[config.mk]
export PLATFORM = sky130hd
export DESIGN_NAME = mad_top
export DESIGN_NICKNAME = d
export VERILOG_FILES = /design/src/rtl/mad_pkg.sv /design/src/rtl/mad_stage.sv /design/src/rtl/mad_top.sv
export SDC_FILE = /design/constraint.sdc
export NUM_CORES = 2
export LEC_CHECK = 0
export ABC_AREA = 0
export BUFFER_PORTS_ARGS = -buffer_cell sky130_fd_sc_hd__buf_2
export CAP_MARGIN = 20
export CORE_MARGIN = 8
export CORE_UTILIZATION = 45
export CTS_BUF_LIST = sky130_fd_sc_hd__clkbuf_16
export CTS_CLUSTER_DIAMETER = 150
export CTS_CLUSTER_SIZE = 28
export DETAILED_ROUTE_END_ITERATION = 10
export SLEW_MARGIN = 20
export SYNTH_ARGS = -nofsm -noshare
export SYNTH_HDL_FRONTEND = slang
export SYNTH_SLANG_ARGS = --single-unit
[constraint.sdc]
create_clock -name core_clk_in -period 12.3 [get_ports core_clk_in]
set_input_delay 3.69 -clock core_clk_in [delete_from_list [all_inputs] [get_ports core_clk_in]]
set_output_delay 3.69 -clock core_clk_in [all_outputs]
set_load 0.005 [all_outputs]
[src/rtl/mad_pkg.sv]
// Constants, register map and control carrier of the multiply-add datapath.
package mad_pkg;
  localparam int OP_W = 16;
  localparam int C_W = 32;
  localparam int FULL_W = 34;
  localparam int STAGES = 3;
  localparam int MAX_LAT = 4;
  localparam logic [2:0] LAT_OPT = 3'h7;
  // Register byte offsets.
  localparam logic [7:0] REG_CTRL = 8'h00;
  localparam logic [7:0] REG_OPA = 8'h04;
  localparam logic [7:0] REG_OPB = 8'h08;
  localparam logic [7:0] REG_OPC = 8'h0C;
  localparam logic [7:0] REG_PREC = 8'h10;
  localparam logic [7:0] REG_RES_LO = 8'h14;
  localparam logic [7:0] REG_RES_HI = 8'h18;
  localparam logic [7:0] REG_STATUS = 8'h1C;
  // Control register field positions.
  localparam int CTRL_MADD = 0;
  localparam int CTRL_OP_LSB = 1;
  localparam int CTRL_SIGNED = 3;
  localparam int CTRL_USER = 4;
  localparam int CTRL_FLOAT = 5;
  localparam int CTRL_ENPORT = 6;
  localparam int CTRL_LAT_LSB = 8;
  // Precision register field positions.
  localparam int PREC_NB_LSB = 0;
  localparam int PREC_BP_LSB = 8;
  localparam int PREC_ABP_LSB = 16;
  localparam int PREC_BBP_LSB = 20;
  localparam logic [31:0] CTRL_RST = 32'h0000_0008;
  localparam logic [31:0] PREC_RST = 32'h0000_0022;
  typedef enum logic [1:0] {
    MAD_OP_ADD = 2'h0,
    MAD_OP_SUB = 2'h1,
    MAD_OP_DYN = 2'h2
  } mad_op_t;
  typedef struct packed {
    logic [2:0] lat;
    logic en_port;
    logic is_float;
    logic user_prec;
    logic is_signed;
    mad_op_t op;
    logic madd;
  } mad_ctrl_t;
  typedef struct packed {
    logic [3:0] b_bp;
    logic [3:0] a_bp;
    logic [5:0] out_bp;
    logic [5:0] nbits;
  } mad_prec_t;
endpackage

[src/rtl/mad_stage.sv]
// One enable-gated pipeline register of the multiply-add datapath.
`timescale 1ns/1ps
`default_nettype none
module mad_stage #(
  parameter int W = 8
) (
  // Clock and reset
  input wire logic core_clk_in,
  input wire logic rst_in,
  // Data
  input wire logic hold_in,
  input wire logic [W-1:0] d_in,
  output logic [W-1:0] q_out
);
  logic [W-1:0] data_q;
  always_ff @(posedge core_clk_in) begin
    if (rst_in) begin
      data_q <= '0;
    end else if (!hold_in) begin
      data_q <= d_in;
    end
  end
  assign q_out = data_q;
endmodule
`default_nettype wire

[src/rtl/mad_top.sv]
// Multiply-add datapath with its classic Wishbone register slave.
//
// Local design decisions: register access over Wishbone and the register addresses.
`timescale 1ns/1ps
`default_nettype none
module mad_top (
  // Clock and reset
  input wire logic core_clk_in,
  input wire logic rst_in,
  // Wishbone slave
  input wire logic wb_cyc_in,
  input wire logic wb_stb_in,
  input wire logic wb_we_in,
  input wire logic [7:0] wb_adr_in,
  input wire logic [3:0] wb_sel_in,
  input wire logic [31:0] wb_dat_in,
  output logic [31:0] wb_dat_out,
  output logic wb_ack_out,
  // Datapath side controls
  input wire logic en_in,
  input wire logic sub_in,
  output logic [mad_pkg::FULL_W-1:0] result_out,
  output logic lat_err_out
);
  localparam int FW = mad_pkg::FULL_W;

  logic [31:0] ctrl_q;
  logic [31:0] prec_q;
  logic [mad_pkg::OP_W-1:0] opa_q;
  logic [mad_pkg::OP_W-1:0] opb_q;
  logic [mad_pkg::C_W-1:0] opc_q;
  logic [FW-1:0] result_q;
  logic lat_err_q;
  logic ack_q;
  logic [31:0] rdat_q;

  mad_pkg::mad_ctrl_t ctl;
  mad_pkg::mad_prec_t prc;
  // Reserved control and precision bits are skipped so the fields pack
  // tightly into their carriers.
  assign ctl = mad_pkg::mad_ctrl_t'({
    ctrl_q[mad_pkg::CTRL_LAT_LSB+2:mad_pkg::CTRL_LAT_LSB],
    ctrl_q[mad_pkg::CTRL_ENPORT:mad_pkg::CTRL_MADD]});
  assign prc = mad_pkg::mad_prec_t'({
    prec_q[mad_pkg::PREC_BBP_LSB+3:mad_pkg::PREC_ABP_LSB],
    prec_q[mad_pkg::PREC_BP_LSB+5:mad_pkg::PREC_BP_LSB],
    prec_q[mad_pkg::PREC_NB_LSB+5:mad_pkg::PREC_NB_LSB]});

  // Bus decode. Every access, mapped or not, is answered one cycle later.
  wire bus_req = wb_cyc_in && wb_stb_in && !ack_q;
  wire bus_wr = bus_req && wb_we_in;
  wire wr_ctrl = bus_wr && (wb_adr_in == mad_pkg::REG_CTRL);
  wire wr_opa = bus_wr && (wb_adr_in == mad_pkg::REG_OPA);
  wire wr_opb = bus_wr && (wb_adr_in == mad_pkg::REG_OPB);
  wire wr_opc = bus_wr && (wb_adr_in == mad_pkg::REG_OPC);
  wire wr_prec = bus_wr && (wb_adr_in == mad_pkg::REG_PREC);
  wire [31:0] be_mask = {{8{wb_sel_in[3]}}, {8{wb_sel_in[2]}},
                         {8{wb_sel_in[1]}}, {8{wb_sel_in[0]}}};

  function automatic logic [31:0] merge(input logic [31:0] old_v,
                                        input logic [31:0] new_v,
                                        input logic [31:0] m);
    merge = (old_v & ~m) | (new_v & m);
  endfunction

  // Operand extension: a sign bit is only meaningful in signed mode.
  wire sg = ctl.is_signed;
  wire [mad_pkg::OP_W:0] a_ext = {sg & opa_q[mad_pkg::OP_W-1], opa_q};
  wire [mad_pkg::OP_W:0] b_ext = {sg & opb_q[mad_pkg::OP_W-1], opb_q};
  wire [FW-1:0] c_ext = {{(FW-mad_pkg::C_W){sg & opc_q[mad_pkg::C_W-1]}},
                         opc_q};
  // Product and combine stay at full width so nothing is lost.
  // Operands are widened before the product so its upper bits survive.
  wire [FW-1:0] prod = FW'($signed(a_ext)) * FW'($signed(b_ext));
  // Static add, static subtract, or the subtract input when dynamic.
  wire do_sub = (ctl.op == mad_pkg::MAD_OP_SUB) ||
                ((ctl.op == mad_pkg::MAD_OP_DYN) && sub_in);
  wire [FW-1:0] comb_sum = do_sub ? prod - c_ext : prod + c_ext;
  wire [FW-1:0] full_val = ctl.madd ? comb_sum : prod;

  // Latency legality. An illegal setting runs at the optimal latency and
  // raises the status flag, so software sees the mistake instead of a
  // silently wrong delay.
  wire lat_opt = (ctl.lat == mad_pkg::LAT_OPT);
  wire lat_zero = (ctl.lat == 3'h0);
  wire lat_pos = !lat_zero && !lat_opt &&
                 (ctl.lat <= 3'(mad_pkg::MAX_LAT));
  wire fix_ok = ctl.en_port ? lat_opt : (lat_zero || lat_opt);
  wire flt_ok = ctl.en_port ? lat_pos : (lat_zero || lat_pos);
  wire mul_ok = lat_zero || lat_pos || lat_opt;
  wire lat_ok = !ctl.madd ? mul_ok : (ctl.is_float ? flt_ok : fix_ok);
  wire [2:0] eff_lat = (lat_ok && !lat_opt) ? ctl.lat
                       : 3'(mad_pkg::MAX_LAT);

  // With the enable port configured, a low enable freezes the pipeline.
  wire hold = ctl.en_port && !en_in;

  // Three internal stages; tap k holds the value k samples old.
  logic [FW-1:0] taps [0:mad_pkg::STAGES];
  assign taps[0] = full_val;
  genvar gi;
  generate
    for (gi = 0; gi < mad_pkg::STAGES; gi = gi + 1) begin : g_pipe
      mad_stage #(
        .W(FW)
      ) u_stage (
        .core_clk_in(core_clk_in),
        .rst_in(rst_in),
        .hold_in(hold),
        .d_in(taps[gi]),
        .q_out(taps[gi+1])
      );
    end
  endgenerate
  // The output register adds one sample, so latency L reads tap L-1 and latency 0 reads tap 0 like latency 1; only
  // latency 4 reaches through all three stages.
  wire [1:0] tap_idx = (eff_lat == 3'h0) ? 2'h0 : 2'(eff_lat - 3'h1);
  wire [FW-1:0] tap_val = taps[tap_idx];

  // Precision reduction. Floating operation ignores it entirely.
  wire reduce = ctl.user_prec && !ctl.is_float;
  wire [5:0] full_bp = 6'(prc.a_bp) + 6'(prc.b_bp);
  wire [5:0] drop = (full_bp > prc.out_bp) ? full_bp - prc.out_bp : 6'h0;
  wire [FW-1:0] shifted = sg ? FW'($signed(tap_val) >>> drop)
                             : tap_val >> drop;
  wire [5:0] nb = (prc.nbits == 6'h0 || prc.nbits > 6'(FW)) ? 6'(FW)
                  : prc.nbits;
  wire [FW-1:0] nb_mask = (FW'(1) << nb) - FW'(1);
  wire [FW-1:0] nb_sign = FW'(1) << (nb - 6'h1);
  // Wrap to the configured width, then sign-extend when signed.
  wire neg = sg && ((shifted & nb_sign) != '0);
  wire [FW-1:0] wrapped = (shifted & nb_mask) | (neg ? ~nb_mask : '0);
  wire [FW-1:0] out_val = reduce ? wrapped : tap_val;

  // Read mux.
  wire [31:0] status_w = {28'h0, eff_lat, lat_err_q};
  wire [31:0] res_hi_w = 32'(result_q[FW-1:32]);
  wire [31:0] rd_mux =
    (wb_adr_in == mad_pkg::REG_CTRL) ? ctrl_q :
    (wb_adr_in == mad_pkg::REG_OPA) ? 32'(opa_q) :
    (wb_adr_in == mad_pkg::REG_OPB) ? 32'(opb_q) :
    (wb_adr_in == mad_pkg::REG_OPC) ? opc_q :
    (wb_adr_in == mad_pkg::REG_PREC) ? prec_q :
    (wb_adr_in == mad_pkg::REG_RES_LO) ? result_q[31:0] :
    (wb_adr_in == mad_pkg::REG_RES_HI) ? res_hi_w :
    (wb_adr_in == mad_pkg::REG_STATUS) ? status_w : 32'h0000_0000;

  wire [31:0] ctrl_d = merge(ctrl_q, wb_dat_in, be_mask) & 32'h0000_077F;
  wire [31:0] prec_d = merge(prec_q, wb_dat_in, be_mask) & 32'h00FF_3F3F;
  wire [31:0] opa_d = merge(32'(opa_q), wb_dat_in, be_mask);
  wire [31:0] opb_d = merge(32'(opb_q), wb_dat_in, be_mask);

  always_ff @(posedge core_clk_in) begin
    if (rst_in) begin
      ack_q <= 1'b0;
      rdat_q <= 32'h0000_0000;
    end else begin
      ack_q <= bus_req;
      rdat_q <= bus_req ? rd_mux : 32'h0000_0000;
    end
  end

  always_ff @(posedge core_clk_in) begin
    if (rst_in) begin
      ctrl_q <= mad_pkg::CTRL_RST;
      prec_q <= mad_pkg::PREC_RST;
    end else begin
      if (wr_ctrl) ctrl_q <= ctrl_d;
      if (wr_prec) prec_q <= prec_d;
    end
  end

  always_ff @(posedge core_clk_in) begin
    if (rst_in) begin
      opa_q <= '0;
      opb_q <= '0;
      opc_q <= '0;
    end else begin
      if (wr_opa) opa_q <= opa_d[mad_pkg::OP_W-1:0];
      if (wr_opb) opb_q <= opb_d[mad_pkg::OP_W-1:0];
      if (wr_opc) opc_q <= merge(opc_q, wb_dat_in, be_mask);
    end
  end

  always_ff @(posedge core_clk_in) begin
    if (rst_in) begin
      result_q <= '0;
      lat_err_q <= 1'b0;
    end else begin
      lat_err_q <= !lat_ok;
      if (!hold) result_q <= out_val;
    end
  end

  assign wb_ack_out = ack_q;
  assign wb_dat_out = rdat_q;
  assign result_out = result_q;
  assign lat_err_out = lat_err_q;
endmodule
`default_nettype wire

# Word-level counts from Yosys, hierarchy flattened
# Index checks and enable logic that the tools add are counted.
dict set report classes {
  addsub 7
  multipliers 1
  n_lt_le_gt_ge 4
  n_eq_ne 10
  shift 4
  mux 24
  n_bitwise 21
  n_reduce_logical 34
}
# op count
set ops {}
lappend ops {{$mux 34} 7}
lappend ops {{$mux 32} 3}
lappend ops {{$and 34x34->34} 2}
lappend ops {{$bmux 34 s2} 1}
lappend ops {{$shl 1x6->34 const A} 2}
lappend ops {{$and 32x32->32} 2}
lappend ops {{$add 34x34->34} 1}
lappend ops {{$mul 17x17->34} 1}
lappend ops {{$not 34->34} 1}
lappend ops {{$or 34x34->34} 1}
lappend ops {{$reduce_bool 34->1} 1}
lappend ops {{$shr 34x6->34} 1}
lappend ops {{$sshr 34x6->34} 1}
lappend ops {{$sub 34x2->34 const B} 1}
lappend ops {{$sub 34x34->34} 1}
lappend ops {{$and 16x16->16} 2}
lappend ops {{$eq 8x5->1 const B} 4}
lappend ops {{$mux 16} 2}
lappend ops {{$not 32->32} 1}
lappend ops {{$or 16x16->16} 2}
lappend ops {{$or 32x32->32} 1}
lappend ops {{$and 24x24->24} 1}
lappend ops {{$or 24x24->24} 1}
lappend ops {{$eq 8x4->1 const B} 2}
lappend ops {{32 further kinds} 63}
dict set report totals {
  ff_bits 264
  inputBits 51
  output_inout_bits 68
  elab_cells 119
}

# Longest topological paths before layout
dict set report logic_depth {
  ltp_word 24
  depth_mapped 47
  depth_no_buf 40
}

# Cells and area by module
# From an unflattened synthesis, not the netlist that was laid out.
dict set report unflattened {
  cells_unflattened 4130
  hier_area_um2 32339.8
}
# module instances cells_per_inst area_per_inst_um2 seq_area_each_um2
set modules_own_cells {}
lappend modules_own_cells {mad_top 1 3800 28623.7 3243.1}
lappend modules_own_cells {mad_stage 3 110 1238.7 680.7}

# Worst setup path before layout
# No wires, ideal clock.
dict set report synth_timing {
  path_kind {register -> register}
  from {register with a tool-made name}
  to {register result_q[16], in the netlist result_out[16]}
  setup_time_ns 0.135
  arrival_time_ns 10.558
  required_ns 12.165
  setup_slack_ns 1.607
  stages_incl_launch_ff 44
  path_buffers 7
  period_less_slack_ns 10.693
  cell_sequence {dfxtp_1 > clkbuf_1 > clkbuf_1 > buf_2 > and2_1 > clkbuf_1 > nand2_1 > inv_1 > fa_1 > inv_1 > fa_1 > inv_1 > fa_1 > fa_1 > fa_1 > fa_1 > ha_1 > buf_2 > (+8 left out) > a21oi_1 > o21bai_1 > a2111oi_0 > nand3_1 > o211ai_1 > a221oi_1 > a31o_1 > buf_6 > a32oi_1 > o211ai_1 > or4_4 > and4_1 > a211o_1 > nor4_4 > nand4_4 > o21ai_4 > buf_6 > o31ai_2}
}
# element line_no
set synth_lines {}
lappend synth_lines {{to (signal assigned)} mad_top.sv:191} ;# if (!hold) result_q <= out_val;
lappend synth_lines {{to (decl)} mad_top.sv:32} ;# logic [FW-1:0] result_q;

==> out/qor.yml <==
floorplan:
  die_h_microns: 286
  rows: 99
  start_util_pct: 45.1
  core_sq_mm: 0.0725
  io_pins: 119
  die_x_microns: 286
  die_area_sq_mm: 0.0816
clock_tree:
  holdBufCountCts: 0
  numCtsBuffers: 15
  cts-root-buf: "clkbuf_16"
  clk_pin_slew_ns: 0.11
  numClockSinks: 264
  clk_path_buf_depth: 3
  h-tree-depth: 1
  cts_tree: "done"
  clkLatencyLatePin_ns: 0.56
grt:
  grt_pass1_vias: 31500
  antenna_found_initial: 8
  grt.met1_usage_pct: 42.1
  use_met2_pct: 50.8
  groute.usage.overall_pct: 32.6
  grt_pass1_wl_microns: 206000
  grt_overflow: 0
  gr-max-usage-layer: "met2"
  met3_usage_pct: 5.96
  grt_max_degree: 83
setup_path:
  startpoint_type: "flip-flop"
  critical-path-max-stage-delay_ns: 0.88
  slowest_stage: "dfxtp_1"
  path_max_fanout: 19
  end_kind: "flip-flop"
  path_delay_family: "compound AO/OA/AOI/OAI gates"
  path_class: "flip-flop to flip-flop"
  arrival_ns: 12.23
  required_ns: 12.73
  crit_buf_inv: 7
power_and_ir_drop:
  powerDensity_mw_per_mm2: 43.7
  ir_worst_vdd_v: 0.0000847
  power_leakage_nw: 14.9
logic_synthesis:
  async_flop_share_pct: 0
  ys_warn_count: 0
  ys_seq_area_share_pct: 16.2
  synth_edf_count: 0
  netlist-cell-type-count: 119
  netlist_area_sq_mm: 0.0327
  avgSynthCellArea_sq_um: 7.73
  synth_cells: 4232
  ys.flop_type: "dfxtp_1"
  synth-seq-cells: 264
  syn_nets: 4713
hold_path:
  hp-class: "flip-flop to flip-flop"
final_layout:
  final_common_cell: "nand2_1"
  postLayoutCellArea_sq_mm: 0.0349
  num-nets-final: 4694
  area_delta_synth_final_pct: 6.65
  final_cell_mix: "nand2_1 (581), nor2_1 (405), inv_1 (367), fa_1 (299)"
  drive_above_1_share_pct: 9.67
route:
  dr.pass1.iters: 7
  drt_iter0_drc: 4028
  viasPerCell: 6.35
  routed-via-count: 32900
  routedWlPerCell_microns: 26.5
  drt-total-wl_microns: 138000
  antenna_left: 0
  drc_errors: 0
timing:
  fmax_mhz: 84.8
  finalHoldViolations: 0
  slew_headroom_pct: 19.4
  fin_crit_ns: 11.79
  rsz0062_at_grt: "false"
  worstMarginPinSlew_ns: 1.20
  timing.final.crit_share_pct: 95.9
  fin_tns_setup_ns: 0
  setup_viol: 0
  maxSlewViolCount: 0
  fin_skew_ns: 0.0307
placed_design:
  port_buffers: 118
  dpl_cell_area_sq_mm: 0.0344
  dp_hpwl_microns: 109000
  gp_congestion: 1.00
run:
  drv_cap: 0
outcome:
  status: "completed"
[cell type report]
cell class                      count  area [sq um]
Sequential cell                   264          5290
Fill cell                        7342         37600
Timing Repair Buffer              244          1570
Antenna cell                        5          12.5
Multi-Input combinational cell   3319         25000
Clock inverter                      7          93.8
Inverter                          369          1390
Clock buffer                       15           375
Tap cell                          959          1200
[repair_timing]
item / in CTS / in global routing
gates resized for setup: 0 / 3
setup buffers: 0 / 2
endpoints found under the setup margin: 0 / 33
[cell families after synthesis]
logic type	Yosys count	synth area share, %
buffers and inverters	649	7.69
multiplexers	152	4.84
AND/OR/NAND/NOR	1596	22.9
XOR/XNOR	88	2.36
flip-flops	264	16.2
AO/OA/AOI/OAI	1053	22.8
adder cells (fa/ha/maj)	430	23.3
[metrics by stage]
stage / hold WS (ns) / power (W) / worst slack [ns] / util [%] / std cells
after floorplan: 0.428 / 0.000905 / 1.61 / - / 4232
after global placement: 0.435 / 0.000933 / 0.718 / 47.4 / 5152
after detailed placement: 0.441 / 0.000933 / 0.695 / 47.4 / 5152
after CTS: 0.449 / 0.00153 / 0.632 / 48.1 / 5174
after global routing: 0.471 / 0.00156 / 0.00341 / 48.1 / 5178
final: 0.450 / 0.00152 / 0.507 / 48.1 / 5182
[metal layers]
layer  up-vias  wire [microns]
li1      14700               -
met1     16100           54500
met2      1711           60900
met3       422           12200
met4         8            9860
met5         -              53
[Yosys cell counts, drive strengths merged (23+ instances only)]
| cell | number | area share, % |
|---|---|---|
| a211o | 28 | 0.75 |
| a211oi | 71 | 1.7 |
| a21o | 33 | 0.76 |
| a21oi | 273 | 4.3 |
| a221oi | 35 | 1.1 |
| a31oi | 53 | 1.0 |
| and2 | 148 | 2.8 |
| and3 | 32 | 0.61 |
| buf | 58 | 0.91 |
| clkbuf | 222 | 2.6 |
| dfxtp | 264 | 16 |
| fa | 299 | 18 |
| ha | 131 | 5.0 |
| inv | 369 | 4.2 |
| mux2i | 131 | 4.0 |
| nand2 | 581 | 6.7 |
| nand2b | 38 | 0.73 |
| nand3 | 83 | 1.3 |
| nand4 | 44 | 0.91 |
| nor2 | 407 | 4.7 |
| nor2b | 23 | 0.44 |
| nor3 | 108 | 1.7 |
| nor4 | 31 | 0.74 |
| o211ai | 53 | 1.3 |
| o21a | 24 | 0.55 |
| o21ai | 175 | 2.7 |
| o22ai | 23 | 0.44 |
| o31ai | 39 | 1.2 |
| or3 | 28 | 0.55 |
| xnor2 | 54 | 1.4 |
| xor2 | 34 | 0.91 |
[power by group]
part | internal (W) | switching (W) | total (W) | leakage (nW)
sequential | 0.000855 | 0.000000379 | 0.000855 | 2.13
clock | 0.000242 | 0.000366 | 0.000608 | 0.233
combinational | 0.0000166 | 0.0000437 | 0.0000604 | 12.6
[tightest hold or removal path: stages (launching register included)]
cell and delay (ns):
dfxtp_1 0.32, nand2_1 0.05, a21oi_1 0.05
[final timing paths]
check                           slack [ns]                                       end  depth (start not counted)                                     start
worst max-delay path                  0.51               result_out[33]$_SDFFE_PP0N_                         37                                 flip-flop
worst min-delay path                  0.45  g_pipe[1].u_stage.q_out[16]$_SDFFE_PP0N_                          2  g_pipe[0].u_stage.q_out[16]$_SDFFE_PP0N_
worst max register to register        0.51               result_out[33]$_SDFFE_PP0N_                         37                                 flip-flop
worst min register to register        0.45  g_pipe[1].u_stage.q_out[16]$_SDFFE_PP0N_                          2  g_pipe[0].u_stage.q_out[16]$_SDFFE_PP0N_
No activity file was read; power rests on OpenSTA's default activity.
